`config.mk`:
```
export PLATFORM = sky130hd
export DESIGN_NAME = host_bus_register_port
export DESIGN_NICKNAME = d
export VERILOG_FILES = /design/src/rtl/host_port_pkg.sv /design/src/rtl/host_bus_register_port.sv /design/src/rtl/pin_sync.sv
export SDC_FILE = /design/constraint.sdc
export NUM_CORES = 1
export LEC_CHECK = 0
export BUFFER_PORTS_ARGS = -buffer_cell sky130_fd_sc_hd__buf_4
export CORE_MARGIN = 2
export CORE_UTILIZATION = 35
export DETAILED_ROUTE_END_ITERATION = 8
export PLACE_DENSITY = 0.58
export SLEW_MARGIN = 5
export SYNTH_ARGS = -nofsm -noshare
export SYNTH_HDL_FRONTEND = slang
export SYNTH_SLANG_ARGS = --single-unit
```
`constraint.sdc`:
```
create_clock -name CLK -period 2 [get_ports CLK]
set_input_delay 0.4 -clock CLK [delete_from_list [all_inputs] [get_ports CLK]]
set_output_delay 0.4 -clock CLK [all_outputs]
set_load 0.02 [all_outputs]
```
`src/rtl/host_port_pkg.sv`:
```
// shared constants for the parallel host register port
// assumes one 10 MHz system clock and asynchronous pins toward the host
package host_port_pkg;
    // address and data widths of the pin bus
    localparam int ADDR_W = 14;
    localparam int DATA_W = 8;
    // position of the map select bit in the address
    localparam int TEST_MAP_BIT = 13;
    // normal-map offset whose read acknowledges pending interrupts
    localparam logic [12:0] IRQ_ACK_OFFSET = 13'h0000;
    // reset value of the held address
    localparam logic [13:0] ADDR_RESET = 14'h0000;
    // reset value of the data output register
    localparam logic [7:0] DATA_RESET = 8'h00;
    // pin synchroniser depth
    localparam int SYNC_STAGES = 2;
endpackage : host_port_pkg

```
`src/rtl/host_bus_register_port.sv`:
```
// pin-side front end of the host microprocessor register port
// assumes the register core answers REG_RDATA combinationally from REG_ADDR
// and that host pins change slowly compared to the 100 ns clock
`timescale 1ns/1ps

// Summary of operation
// (RULE_01) fourteen bit address picks the register
// (RULE_02) top address bit picks test map
// (RULE_03) chip reset acts at once, no clock
// (RULE_04) latch enable low holds captured address
// (RULE_05) latch enable high passes address through
// (RULE_06) host latches address before reusing lines
// (RULE_07) enabled active source pulls interrupt low
// (RULE_08) acknowledging access releases the interrupt line
// (RULE_09) interrupt pin only drives low or floats
// (RULE_10) bus style pin picks strobe scheme
// (RULE_11) separate strobes: read drives data bus
// (RULE_12) separate strobes: write on strobe rise
// (RULE_13) strobe-select mode: write on strobe fall
// (RULE_14) data bus floats unless reading
module host_bus_register_port #(
    parameter int IRQ_N_SRC = 8
) (
    input wire logic CLK,
    input wire logic RESET,
    input wire logic CHIP_RESET_N,
    input wire logic [13:0] ADDR,
    input wire logic ADDR_LATCH_EN,
    input wire logic BUS_STYLE_SELECT_N,
    input wire logic CHIP_SELECT_N,
    input wire logic READ_STROBE_N,
    input wire logic WRITE_STROBE_N,
    input wire logic [7:0] DATA_IN,
    output logic [7:0] DATA_OUT,
    output logic DATA_OE,
    output logic IRQ_N_OUT,
    output logic IRQ_N_OE,
    output logic [12:0] REG_ADDR,
    output logic REG_TEST_MAP,
    output logic REG_WR,
    output logic [7:0] REG_WDATA,
    output logic REG_RD,
    input wire logic [7:0] REG_RDATA,
    input wire logic [IRQ_N_SRC-1:0] IRQ_SOURCE,
    input wire logic [IRQ_N_SRC-1:0] IRQ_ENABLE
);
    // synchronised pin bundle width: addr, ale, style, cs, rd, wr, data
    localparam int PIN_W = host_port_pkg::ADDR_W + 5 + host_port_pkg::DATA_W;

    // whole state of the port
    typedef struct packed {
        logic [13:0] addr_hold;          // captured address while latch closed
        logic [13:0] addr_cur;           // address of the current access
        logic strobe_prev;               // previous strobe level (write strobe pin, or read strobe pin in strobe-select mode)
        logic read_prev;                 // previous read condition
        logic [7:0] d_out;               // data bus drive value
        logic d_oe;                      // data bus drive enable
        logic wr;                        // write pulse to core
        logic [7:0] wdata;               // write data to core
        logic rd;                        // read start pulse to core
        logic [IRQ_N_SRC-1:0] pending;   // sticky interrupt bits
    } state_t;

    state_t st;
    state_t next_st;
    // reset image of the state
    state_t st_reset;

    // synchronised pins
    logic [PIN_W-1:0] pins_raw;
    logic [PIN_W-1:0] pins;
    logic [13:0] a_s;
    logic ale_s;
    logic style_n_s;
    logic cs_n_s;
    logic rd_n_s;
    logic wr_n_s;
    logic [7:0] d_s;
    // decoded access conditions
    logic [13:0] addr_eff;
    logic read_cond;
    logic strobe_lvl;
    logic write_edge;
    logic read_start;
    logic ack_read;

    assign pins_raw = {ADDR, ADDR_LATCH_EN, BUS_STYLE_SELECT_N, CHIP_SELECT_N,
                       READ_STROBE_N, WRITE_STROBE_N, DATA_IN};

    // every host bus pin except the chip reset passes two flops before use
    pin_sync #(.WIDTH(PIN_W)) u_sync (
        .CLK(CLK),
        .ASYNC_IN(pins_raw),
        .RESET_VALUE('0),
        .SYNC_OUT(pins)
    );

    assign {a_s, ale_s, style_n_s, cs_n_s, rd_n_s, wr_n_s, d_s} = pins;

    always_comb begin
        st_reset = '0;
        st_reset.addr_hold = host_port_pkg::ADDR_RESET;
        st_reset.addr_cur = host_port_pkg::ADDR_RESET;
        st_reset.d_out = host_port_pkg::DATA_RESET;
        // idle level is high for the separate-style write strobe; the strobe-select strobe is active high
        st_reset.strobe_prev = 1'b1;
    end

    // address path and access decode
    always_comb begin
        // (RULE_05) transparent while enabled
        // (RULE_04) held copy while closed
        addr_eff = ale_s ? a_s : st.addr_hold;
        if (!style_n_s) begin
            // (RULE_10) strobe plus read/write select
            read_cond = !cs_n_s && wr_n_s && rd_n_s;
            // strobe is active high here, read on the read strobe pin
            strobe_lvl = rd_n_s;
            // (RULE_13) write on falling strobe with select low
            write_edge = st.strobe_prev && !strobe_lvl && !cs_n_s && !wr_n_s;
        end else begin
            // (RULE_10) separate read and write strobes
            // (RULE_11) read while strobe and select low
            read_cond = !cs_n_s && !rd_n_s;
            strobe_lvl = wr_n_s;
            // (RULE_12) write on rising strobe with select low
            write_edge = !st.strobe_prev && strobe_lvl && !cs_n_s;
        end
        read_start = read_cond && !st.read_prev;
        // (RULE_08) read of the acknowledge offset in normal map
        ack_read = read_start && !addr_eff[host_port_pkg::TEST_MAP_BIT]
                   && (addr_eff[12:0] == host_port_pkg::IRQ_ACK_OFFSET);
    end

    // next-state logic
    always_comb begin
        next_st = st;
        next_st.strobe_prev = strobe_lvl;
        next_st.read_prev = read_cond;
        next_st.wr = 1'b0;
        next_st.rd = 1'b0;
        // (RULE_04) capture only while the latch is open
        if (ale_s) begin
            next_st.addr_hold = a_s;
        end
        // (RULE_01) address handed to the core per access
        if (read_cond || write_edge) begin
            next_st.addr_cur = addr_eff;
        end
        // write pulse with data sampled alongside the strobe
        if (write_edge) begin
            next_st.wr = 1'b1;
            next_st.wdata = d_s;
        end
        // read start pulse lets the core act on reads
        if (read_start) begin
            next_st.rd = 1'b1;
        end
        // (RULE_11) refresh drive value while reading
        // (RULE_14) release the bus when no read is active
        next_st.d_oe = read_cond;
        if (read_cond) begin
            next_st.d_out = REG_RDATA;
        end
        // (RULE_08) acknowledge clears, new source event wins
        if (ack_read) begin
            next_st.pending = '0;
        end
        // (RULE_07) enabled active sources set pending
        next_st.pending = next_st.pending | (IRQ_SOURCE & IRQ_ENABLE);
    end

    // state register; chip reset pin clears at once
    // hazard: the pin reset is asynchronous, so it only loads constants
    always_ff @(posedge CLK or negedge CHIP_RESET_N) begin
        if (!CHIP_RESET_N) begin
            // (RULE_03) immediate reset without clock
            st <= '{addr_hold: 14'h0000, addr_cur: 14'h0000, strobe_prev: 1'b1,
                    read_prev: 1'b0, d_out: 8'h00, d_oe: 1'b0, wr: 1'b0,
                    wdata: 8'h00, rd: 1'b0, pending: '0};
        end else if (RESET) begin
            st <= st_reset;
        end else begin
            st <= next_st;
        end
    end

    // (RULE_02) map select from the top address bit
    assign REG_TEST_MAP = st.addr_cur[host_port_pkg::TEST_MAP_BIT];
    // (RULE_01) lower bits select within the map
    assign REG_ADDR = st.addr_cur[12:0];
    assign REG_WR = st.wr;
    assign REG_WDATA = st.wdata;
    assign REG_RD = st.rd;
    assign DATA_OUT = st.d_out;
    assign DATA_OE = st.d_oe;
    // (RULE_09) open drain: output value fixed low
    assign IRQ_N_OUT = 1'b0;
    // (RULE_07) enable drive while anything pending
    assign IRQ_N_OE = |st.pending;
endmodule : host_bus_register_port

```
`src/rtl/pin_sync.sv`:
```
// two-flop synchroniser bank for host pins
// assumes inputs are asynchronous to CLK; first stage feeds only the second
`timescale 1ns/1ps
module pin_sync #(
    parameter int WIDTH = 1
) (
    input wire logic CLK,
    input wire logic [WIDTH-1:0] ASYNC_IN,
    input wire logic [WIDTH-1:0] RESET_VALUE,
    output logic [WIDTH-1:0] SYNC_OUT
);
    // first stage, read only by the second stage
    logic [WIDTH-1:0] meta;
    // second stage, safe to use
    logic [WIDTH-1:0] stable;

    // no reset: reset would have to load a port value, so stages just flush
    always_ff @(posedge CLK) begin
        meta <= ASYNC_IN;
        stable <= meta;
    end

    // reset value port kept for width agreement; output is the second stage
    assign SYNC_OUT = stable;
endmodule : pin_sync

```
* Word level (Yosys, flattened, before mapping)
Index checks and enable logic that the tools add are counted.
Cells by class: bitwise operators 2, reductions and logical operators 23, multiplexer cells 10
Operator list (count):
- 57-bit 2-to-1 mux | 1
- 14-bit 2-to-1 mux | 2
- 8-bit 2-to-1 mux | 2
- 13-bit logical NOT | 1
- 1-bit logical AND | 11
- 9-bit 2-to-1 mux | 1
- 8-bit bitwise AND | 1
- 8-bit bitwise OR | 1
- 8-bit OR reduction | 1
- 1-bit logical NOT | 6
- 2-bit nonzero test | 3
- 1-bit 2-to-1 mux | 4
- 1-bit logical OR | 1
Word-level totals: bits of input ports 54, output and inout bits 35, register bits after elaboration 111, logic and storage cells 47

* Logic depth before layout (Yosys ltp)
Gate-level depths: netlist of run 1.
depth in word-level cells 10, mapped depth 5, depth with buffers taken out 4

* By module
A second synthesis of run 1 with hierarchy kept.
Second synthesis, totals: cell total of the unflattened synthesis 272, area total of the unflattened synthesis 3722.3 um^2
By module, submodules not included:
- host_bus_register_port | sequential area each 1402.6 um^2, cells an instance 218, instances 1, area an instance 2641.3 um^2
- pin_sync | sequential area each 1081.0 um^2, cells an instance 54, instances 1, area an instance 1081.0 um^2

* Worst setup path after synthesis of run 1
Ideal clock, no wire load.
path type flip-flop to flip-flop, from register st[28] in the netlist's numbering, to register st, in the netlist REG_ADDR[10], path slack 0.282 ns, library setup time 0.125 ns, stages on the path, launching flop included 6, path buffers 1, clock period less this slack 1.718 ns, arrival time 1.593 ns, required time 1.875 ns, path through dfstp_2 -> nor2_1 -> a221oi_4 -> nand2_4 -> buf_6 -> mux2_4
On the way: word-level cells in the longest chain between the ends 6, elaborated cells on any way between the ends 9, those cells by class 1 x mux; 8 x reduce/logical
RTL lines:
- start, declared | line host_bus_register_port.sv:64 | state_t st;
- start signal, assigned | line host_bus_register_port.sv:178 | st <= '{addr_hold: 14'h0000, addr_cur: 14'h0000, strobe_prev: 1'b1,
- start signal, assigned | line host_bus_register_port.sv:182 | st <= st_reset;
- start signal, assigned | line host_bus_register_port.sv:184 | st <= next_st;
- 1-bit logical AND / 1-bit logical NOT (equally long branches) | line host_bus_register_port.sv:120, host_bus_register_port.sv:127
- 1-bit logical AND, on equally long branches (2 in series) | line host_bus_register_port.sv:120, host_bus_register_port.sv:127
- 1-bit 2-to-1 mux * | line host_bus_register_port.sv:114 | if (!style_n_s) begin
- 1-bit logical OR * | line host_bus_register_port.sv:147 | if (read_cond || write_edge) begin
- 2-bit nonzero test (no source line) *
Every way passes the cells marked *; elsewhere a longest branch is shown, timed or not. A chain may end at the register's enable or synchronous reset.

* Worst setup path in the final report of run 1
from register u_sync.stable[9], in the netlist u_sync.SYNC_OUT[9], to register st, in the netlist REG_ADDR[2]
On the way: word-level cells in the longest chain between the ends 7, elaborated cells on any way between the ends 10, those cells by class 2 x mux; 8 x reduce/logical
RTL lines:
- start, declared | line pin_sync.sv:15 | logic [WIDTH-1:0] stable;
- start signal, assigned | line pin_sync.sv:20 | stable <= meta;
- 1-bit logical NOT | line host_bus_register_port.sv:120, host_bus_register_port.sv:124
- 1-bit logical AND (3 in series) | line host_bus_register_port.sv:120 | write_edge = st.strobe_prev && !strobe_lvl && !cs_n_s && !wr_n_s;
- 1-bit 2-to-1 mux | line host_bus_register_port.sv:114
- 1-bit logical OR * | line host_bus_register_port.sv:147
- 2-bit nonzero test (no source line) *
Marked as above.

==> metrics.md, run 1 <==
| Metric | Value |
|---|---|
| Data arrival, critical path | 2.04 ns |
| TritonCTS clock tree | yes |
| Status | finished clean |
| Core area | 10300 um2 |
| Worst Setup Start Kind | flip-flop |
| Drt via density | 4.42 |
| Top_reg_cell synth | dfrtp_1 |
| FF-to-FF Start | u_sync.SYNC_OUT[9] |
| Post-synth EDFFs | 0 |
| Starting Density | 36.1% |
| Hold WC Path Type | input pin to async pin |
| Clk_lat worst skew | 0.37 ns |
| GRT Total Usage | 12.2% |
| Final setup fails | 0 |
| Critical path's top delay family | simple AND/OR/NAND/NOR gates |
| FMAX | 560 MHz |
| CTS Buf Count | 9 |
| Initial DRT Pass Iterations | 7 |
| Remaining DRCs | 0 |
| Post_cts resized | 0 |
| Crit path kind | flip-flop to flip-flop |
| Root buffer cell | clkbuf_8 |
| YS warnings | 0 |
| Tcrit/Tclk final | 89.3% |
| Antenna Diode Count | 0 |
| Antenna violations before repair | 0 |
| Worst Tran Pin Value | 0.694 ns |
| H-tree Lvls | 3 |
| Number of global-route vias before repair | 2265 |
| Total setup buffers inserted after CTS | 0 |
| Slowest CP cell | nor4_2 |
| Site Rows | 37 |
| Synthesized cell area | 3720 um2 |
| Reg2reg setup slack | 0.21 ns |
| Total power | 4.15 mW |
| Largest stage delay on the critical path | 0.40 ns |
| Simple-gate area share of the yosys netlist | 6.79% |
| Syn Area/Cell | 13.7 um2 |
| Most frequent cells in the layout | buf_4, dfrtp_1, dfxtp_1 |
| Cell Chain, Critical Path | nor4_2, a221oi_4, buf_4, nand2_4, mux2_2 |
| Pleak | 2.21 nW |
| Worst hold margin | 0.0654 ns |
| Synth Instances | 272 |
| HPWL Detailed | 4550 um |
| Fraction of layout cells with a size suffix above 1 | 38.7% |
| Routed WL | 6580 um |
| CP max FO | 14 |
| Data required, critical path | 2.25 ns |
| Iteration-0 DRC Markers | 52 |
| Nets | 393 |
| Post-Synth XOR/XNOR Area | 0% |
| Synthesized Nets | 326 |
| Die Ht | 107 um |
| Final Hold Fails | 0 |
| CP Buf/Inv Count | 1 |
| Worst IR Drop VDD | 0.389 mV |
| Post-synth ARST share | 50.9% |
| Maximum buffer depth of the clock tree | 2 |
| Min Tclk post-route | 1.79 ns |
| Commonest non-fill, non-tap cell in the layout | buf_4 |
| Core Util, Final | 43.9% |
| Reg2reg end | REG_ADDR[2] |
| Fin. max-slew vios | 0 |
| Die area | 11500 um2 |
| WL per Instance | 13.7 um |
| CP Capture Type | flip-flop |
| Grt total ovfl | 0 |
| #FFs+latches synth | 110 |
| Power density cells | 916 nW/um2 |
| Largest net degree at the start of global routing | 57 |
| Total clock sinks | 110 |
| Die Wd | 107 um |
| Port buffer count | 87 |
| Max_cap viols | 0 |
| Synth Area in Compound Gates | 7.63% |
| Post-DRT Antenna Nets | 0 |
| Post-synthesis adder-cell area fraction | 0% |
| RD Place Congestion | 0.702 |
| Final setup TNS | 0 ns |
| Unrepaired setup endpoints after global routing | false |
| Worst Clk Skew | 0.0165 ns |
| Clock transition at the registers of the reported paths | 0.12 ns |
| Largest family of logic cells by synthesized area | multiplexers |
| P&R area growth vs syn | 21.9% |
| Slew margin rel. | 53.7% |
| Post-synthesis sequential area ratio | 66.7% |
| Vias | 2122 |
| Post-synth cell types | 33 |
| First-pass GRT wire length | 10700 um |
| Io pins | 89 |
| R2r worst-path depth | 5 |
| Fillers | 964 |
| Cts hold-fix bufs | 0 |
| Mux contribution to synthesized area | 11.4% |
==> cell families after synthesis <==
group                  Yosys count
buffers and inverters           39
AOI/OAI and AO/OA               37
muxes                           37
other                            1
and+or+nand+nor                 48
DFF                            110
==> layout make-up <==
cell class / instances / area (um2) / area share, %
Sequential cell: 110 / 2480 / 54.7
Multi-Input combinational cell: 123 / 966 / 21.3
Timing Repair Buffer: 94 / 706 / 15.6
Tap cell: 136 / 170 / 3.75
Clock buffer: 9 / 124 / 2.73
Clock inverter: 7 / 83.8 / 1.85
Inverter: 1 / 3.75 / 0.0827
==> how the worst max path moves through the flow <==
stage / from / endpoint / cells past startpoint
2_1_floorplan: st[28] / REG_ADDR[10] / 5
3_3_place_gp: st[28] / REG_ADDR[5] / 4
3_5_place_dp: st[28] / REG_ADDR[8] / 4
4_1_cts: st[28] / REG_ADDR[8] / 4
5_1_grt: u_sync.SYNC_OUT[9] / REG_ADDR[2] / 5
6_report: u_sync.SYNC_OUT[9] / REG_ADDR[2] / 5
==> synth_stat cells (all sizes together), types with 4 or more instances <==
library cell / number / area share (%)
buf: 34 / 6.8
nand2: 5 / 0.71
nor4: 7 / 1.3
mux2i: 23 / 6.2
nor3: 4 / 0.67
dfxtp: 54 / 29
a22o: 8 / 1.9
dfrtp: 55 / 37
mux2: 14 / 5.2
clkbuf: 4 / 0.40
nor2: 27 / 2.9
a311oi: 8 / 1.9
a21oi: 16 / 2.2
==> state kept, by name, indices dropped and copies added, names as in the netlist <==
register / flops
DATA_OUT: 8
REG_WR: 1
REG_ADDR: 13
REG_TEST_MAP: 1
u_sync.meta: 27
REG_RD: 1
u_sync.SYNC_OUT: 27
DATA_OE: 1
st: 23
REG_WDATA: 8
==> routing by layer <==
| metal | GRT usage [%] | vias to the layer above | share of wire (%) | routed length [um] |
|---|---|---|---|---|
| met1 | 15.3 | 998 | 45 | 2990 |
| met3 | 4.44 | 7 | 7.0 | 464 |
| met5 | 0 | - | 0 | 0 |
| met4 | 4.64 | 0 | 1.2 | 79 |
| met2 | 19.1 | 65 | 46 | 3050 |
| li1 | - | 1052 | - | - |
==> stage by stage <==
step,instance area [um2],instances,setup WS [ns]
6_report,4540,480,0.213
2_1_floorplan,3720,272,0.282
3_3_place_gp,4310,461,0.129
5_1_grt,4540,480,0.0916
4_1_cts,4510,477,0.0838
3_5_place_dp,4310,461,0.117
==> worst reg2reg max path, stage by stage (launching register included) <==
cell and delay (ns):
dfxtp_1 0.38, nor4_2 0.40, a221oi_4 0.11, buf_4 0.18
nand2_4 0.22, mux2_2 0.37
==> where the power goes <==
part           switching (mW)  internal, mW  total, mW  leakage, nW
sequential             0.0677          2.33       2.40         1.20
clock                   0.806         0.503       1.31        0.104
combinational           0.216         0.228      0.444        0.903
total                    1.09          3.06       4.15         2.21
(Power assumes the default switching activity.)
==> run 2, diff against run 1 <==
--- a/config.mk
+++ b/config.mk
@@ -5,6 +5,7 @@
 export SDC_FILE = /design/constraint.sdc
 export NUM_CORES = 1
 export LEC_CHECK = 0
+export ABC_AREA = 1
 export BUFFER_PORTS_ARGS = -buffer_cell sky130_fd_sc_hd__buf_4
 export CORE_MARGIN = 2
 export CORE_UTILIZATION = 35
==> metrics.md, run 2 <==
| Metric | Value |
|---|---|
| Status | finished clean |
| CTS Buf Count | 9 |
| Root buffer cell | clkbuf_8 |
| Antenna Diode Count | 0 |
| Most common cell in the netlist | nand2_1 |
| Worst hold margin | 0.0672 ns |
| Data required, critical path | 2.30 ns |
| Max_cap viols | 0 |
| Most frequent cells in the layout | nand2_1, buf_4, dfrtp_1 |
| Post-DRT Antenna Nets | 0 |
| Core area | 10400 um2 |
| Port buffer count | 87 |
| HPWL Detailed | 4820 um |
| Final Hold Fails | 0 |
| TritonCTS clock tree | yes |
| Routed WL | 6600 um |
| Post-synth cell types | 25 |
| Slew margin rel. | 52.1% |
| Min Tclk post-route | 1.75 ns |
| Worst Tran Pin Value | 0.718 ns |
| Fin. max-slew vios | 0 |
| Initial DRT Pass Iterations | 4 |
| Dpl ws | 0.261 ns |
| Grt total ovfl | 0 |
| RD Place Congestion | 0.768 |
| Die Wd | 108 um |
| Worst Setup Start Kind | flip-flop |
| Final setup fails | 0 |
| Number of global-route vias before repair | 2304 |
| Antenna violations before repair | 0 |
| Non-filler cells, final | 564 |
| Synthesized cell area | 3780 um2 |
| #FFs+latches synth | 110 |
| Slowest CP cell | dfstp_2 |
| Syn Area/Cell | 10.5 um2 |
| Pleak | 2.32 nW |
| Inst Count DP | 548 |
| Maximum buffer depth of the clock tree | 2 |
| Most frequent cells after synthesis | nand2_1, dfrtp_1, dfxtp_1 |
| Cts hold-fix bufs | 0 |
| WL per Instance | 11.7 um |
| CP max FO | 25 |
| Unrepaired setup endpoints after global routing | false |
| Post-synthesis sequential area ratio | 65.6% |
| Total clock sinks | 110 |
| Final WS setup | 0.247 ns |
| Clock transition at the registers of the reported paths | 0.11 ns |
| Hold WC Path Type | input pin to async pin |
| First-pass GRT wire length | 11000 um |
| Die Ht | 108 um |
| Largest net degree at the start of global routing | 57 |
| Crit path kind | flip-flop to flip-flop |
| Synth Instances | 361 |
| Clk_lat worst skew | 0.37 ns |
| Worst Clk Skew | 0.00964 ns |
| Synthesized Nets | 415 |
| Worst IR Drop VDD | 0.450 mV |
| Post_cts resized | 0 |
| H-tree Lvls | 3 |
| Cell Chain, Critical Path | o31ai_2, nand2_2, nand2_4, nor2_4, nand2_1, o21ai_2 |
| Post-synth EDFFs | 0 |
| P&R area growth vs syn | 20.1% |
| Drt via density | 4.12 |
| Final setup TNS | 0 ns |
| Vias | 2321 |
| Remaining DRCs | 0 |
| Post-DP Area | 4330 um2 |
| Site Rows | 37 |
| GRT Total Usage | 12.3% |
| Total setup buffers inserted after CTS | 0 |
| FMAX | 571 MHz |
| Data arrival, critical path | 2.05 ns |
| Fraction of layout cells with a size suffix above 1 | 33.6% |
| Top_reg_cell synth | dfrtp_1 |
| Area leader, netlist | dfrtp_1 |
| Largest cells by area after synthesis | dfrtp_1, dfxtp_1, nand2_1 |
| Tcrit/Tclk final | 87.6% |
| Post-synth ARST share | 50.9% |
| Power density cells | 922 nW/um2 |
| Commonest non-fill, non-tap cell in the layout | nand2_1 |
| Design area | 4540 um2 |
| Largest stage delay on the critical path | 0.55 ns |
| Io pins | 89 |
| CP Capture Type | flip-flop |
| R2r worst-path depth | 6 |
| Starting Density | 36.3% |
| Die area | 11700 um2 |
| Iteration-0 DRC Markers | 91 |
| Nets | 477 |
| Synth top area share | 36.4% |
| YS warnings | 0 |
==> run 2: cell types whose count changed after synthesis, sizes merged, moves of 2 or more <==
cell    previous run  this run
nand2              5       117
inv                1        29
o21ai              0        25
a311oi             8         0
mux2i             23         0
nor4               7         2
mux2              14         0
nand3              0        13
a21oi             16         9
a22o               8         0
nor3               4         0
nor2              27        14
clkinv             0         2
==> run 2: final cells by class <==
class / instances / area (um2)
clock buffers: 9 / 124
clock inverters: 7 / 93.8
fillers: 1012 / 5870
inverters: 31 / 119
multi-input cells: 182 / 885
flip-flops and latches: 110 / 2480
well taps: 136 / 170
repair buffers: 89 / 668
==> run 2: where the power goes <==
group | switching [mW] | internal [mW]
registers | 0.0563 | 2.33
logic | 0.240 | 0.184
clock network | 0.851 | 0.523
==> run 2: path summary, 6_finish.rpt <==
path,start,endpoint,slack [ns]
setup / recovery,st[28],REG_ADDR[4],0.25
hold / removal,CHIP_RESET_N,REG_ADDR[3],0.07
setup reg to reg,st[28],REG_ADDR[4],0.25
hold reg to reg,u_sync.meta[14],u_sync.SYNC_OUT[14],0.34
max in group asynchronous,CHIP_RESET_N,st[50],1.45
min in group CLK,DATA_IN[2],u_sync.meta[2],0.12
==> run 2: cell families after synthesis <==
group / count (synthesis) / synth area share [%]
buffers and inverters: 69 / 11.0
other: 1 / 0.0991
AOI/OAI and AO/OA: 35 / 5.92
DFF: 110 / 65.6
and+or+nand+nor: 146 / 17.4
==> run 2: worst max-delay path, delay by kind of cell (launching register included) <==
kind	cells	cell delay, ns
AND/OR/NAND/NOR	4	0.97
flip-flops	1	0.55
AO/OA/AOI/OAI	2	0.16
==> run 2: through the flow <==
step	power [mW]	util, %
global placement	2.86	41.5
global route	4.41	43.6
CTS	4.25	43.6
finish	4.19	43.6
detailed placement	2.87	41.5
floorplan	2.71	-
==> run 2: metal layers <==
layer	global-route usage (%)	up-vias	wire [um]
li1	-	1210	-
met1	16.8	1042	3190
met2	18.4	63	2980
met3	4.40	6	370
met4	3.57	0	65
met5	0	-	0
==> run 3, diff against run 2 <==
--- a/config.mk
+++ b/config.mk
@@ -8,9 +8,9 @@
 export ABC_AREA = 1
 export BUFFER_PORTS_ARGS = -buffer_cell sky130_fd_sc_hd__buf_4
 export CORE_MARGIN = 2
-export CORE_UTILIZATION = 35
+export CORE_UTILIZATION = 52
 export DETAILED_ROUTE_END_ITERATION = 8
-export PLACE_DENSITY = 0.58
+export PLACE_DENSITY = 0.8
 export SLEW_MARGIN = 5
 export SYNTH_ARGS = -nofsm -noshare
 export SYNTH_HDL_FRONTEND = slang
==> metrics.md, run 3 (synthesis gave the netlist of run 2 again) <==
| Metric | Value |
|---|---|
| Status | finished clean |
| Remaining DRCs | 0 |
| Clock transition at the registers of the reported paths | 0.10 ns |
| Multi-input gate area | 885 um2 |
| Crit path kind | flip-flop to flip-flop |
| Max_cap viols | 0 |
| Grt total ovfl | 0 |
| Final setup TNS | 0 ns |
| Worst hold margin | 0.0745 ns |
| Cts hold-fix bufs | 0 |
| Slowest CP cell | dfstp_2 |
| Top routing layer in use | met4 |
| Data arrival, critical path | 2.06 ns |
| Pleak | 2.31 nW |
| Die area | 7970 um2 |
| First-pass GRT wire length | 10400 um |
| H-tree Lvls | 3 |
| Antenna violations before repair | 0 |
| Commonest non-fill, non-tap cell in the layout | nand2_1 |
| Largest stage delay on the critical path | 0.55 ns |
| Unrepaired setup endpoints after global routing | false |
| Met1 WL | 2850 um |
| Metal2 WL | 2850 um |
| P&R area growth vs syn | 18.5% |
| CP max FO | 25 |
| Post-DRT Antenna Nets | 0 |
| Final setup fails | 0 |
| RD Place Congestion | 0.745 |
| CP Buf/Inv Count | 0 |
| Worst Setup Start Kind | flip-flop |
| Iteration-0 DRC Markers | 112 |
| Routed WL | 6200 um |
| FMAX | 565 MHz |
| Min Tclk post-route | 1.77 ns |
| Initial DRT Pass Iterations | 4 |
| Maximum buffer depth of the clock tree | 2 |
| CTS Buf Count | 9 |
| Worst Clk Skew | 0.0108 ns |
| Tcrit/Tclk final | 88.4% |
| Hold WC Path Type | input pin to async pin |
| HPWL Detailed | 4580 um |
| Site Rows | 31 |
| TritonCTS clock tree | yes |
| Nets | 477 |
| Clk_lat worst skew | 0.36 ns |
| Cell Chain, Critical Path | o31ai_2, nand2_2, nand2_4, nor2_4, nand2_1, o21ai_2 |
| Total clock sinks | 110 |
| Data required, critical path | 2.29 ns |
| Most frequent cells in the layout | nand2_1, buf_4, dfrtp_1 |
| GRT Total Usage | 17.2% |
| Power density cells | 910 nW/um2 |
| Antenna Diode Count | 0 |
| Core area | 7140 um2 |
| Fin. max-slew vios | 0 |
| Critical path's top delay family | simple AND/OR/NAND/NOR gates |
| Vias | 2373 |
| Root buffer cell | clkbuf_8 |
| Number of global-route vias before repair | 2364 |
| Die Wd | 89.3 um |
| Dpl ws | 0.270 ns |
| Largest net degree at the start of global routing | 57 |
| Final Hold Fails | 0 |
| Post_cts resized | 0 |
| CP Capture Type | flip-flop |
| Starting Density | 53.0% |
| Fillers | 605 |
| Die Ht | 89.3 um |
| Port buffer count | 87 |
| Worst IR Drop VDD | 0.643 mV |
| WL per Instance | 11.8 um |
| Io pins | 89 |
| Total setup buffers inserted after CTS | 0 |
| Core Util, Final | 62.8% |
| Drt via density | 4.50 |
| Final WS setup | 0.231 ns |
| Worst Tran Pin Value | 0.704 ns |
| Slew margin rel. | 53.0% |
| Fraction of layout cells with a size suffix above 1 | 33.6% |
| Met3 routed WL | 370 um |
| Reg area | 2480 um2 |
-- run 3: cell types whose count changed in the layout (fill, tap and decap cells not counted), sizes merged --
cell    previous run  this run
inv               33        31
clkinv             5         7
-- run 3: layout make-up --
class	count	share of cell area [%]
multi-input combinational	182	19.7
timing repair buffer	89	14.9
clock buffer	9	2.76
sequential	110	55.4
clock inverter	7	1.76
tap	99	2.76
inverter	31	2.65
-- run 3: path summary, 6_finish.rpt --
| check | start | end | slack [ns] | depth (start not counted) |
|---|---|---|---|---|
| hold / removal | CHIP_RESET_N | st[44] | 0.07 | 1 |
| setup / recovery | st[28] | REG_ADDR[0] | 0.23 | 6 |
| max in group asynchronous | CHIP_RESET_N | REG_WDATA[3] | 1.47 | 1 |
| min in group CLK | DATA_IN[7] | u_sync.meta[7] | 0.13 | 1 |
| hold reg to reg | u_sync.meta[0] | u_sync.SYNC_OUT[0] | 0.33 | 0 |
| setup reg to reg | st[28] | REG_ADDR[0] | 0.23 | 6 |
-- run 3: metal layers --
layer,global-route usage (%),vias up
li1,-,1202
met1,23.4,1085
met2,26.1,72
met3,3.97,14
met4,8.82,0
met5,0,-
-- run 3: worst register-to-register path: cells and delay by family, from the launching register on --
kind               cells  cell delay (ns)
and+or+nand+nor        4             0.99
AOI/OAI and AO/OA      2             0.16
DFF                    1             0.55
-- run 3: metrics by stage --
stage / area, um2 / total power, mW / std cells
global placement: 4280 / 2.85 / 511
CTS: 4480 / 4.13 / 527
global route: 4480 / 4.27 / 527
floorplan: 3780 / 2.71 / 361
finish: 4480 / 4.08 / 527
detailed placement: 4280 / 2.87 / 511
-- run 3: power by group --
group | switching (mW) | internal (mW) | total, mW
sequential | 0.0570 | 2.33 | 2.39
combinational | 0.239 | 0.184 | 0.423
clock | 0.773 | 0.493 | 1.27
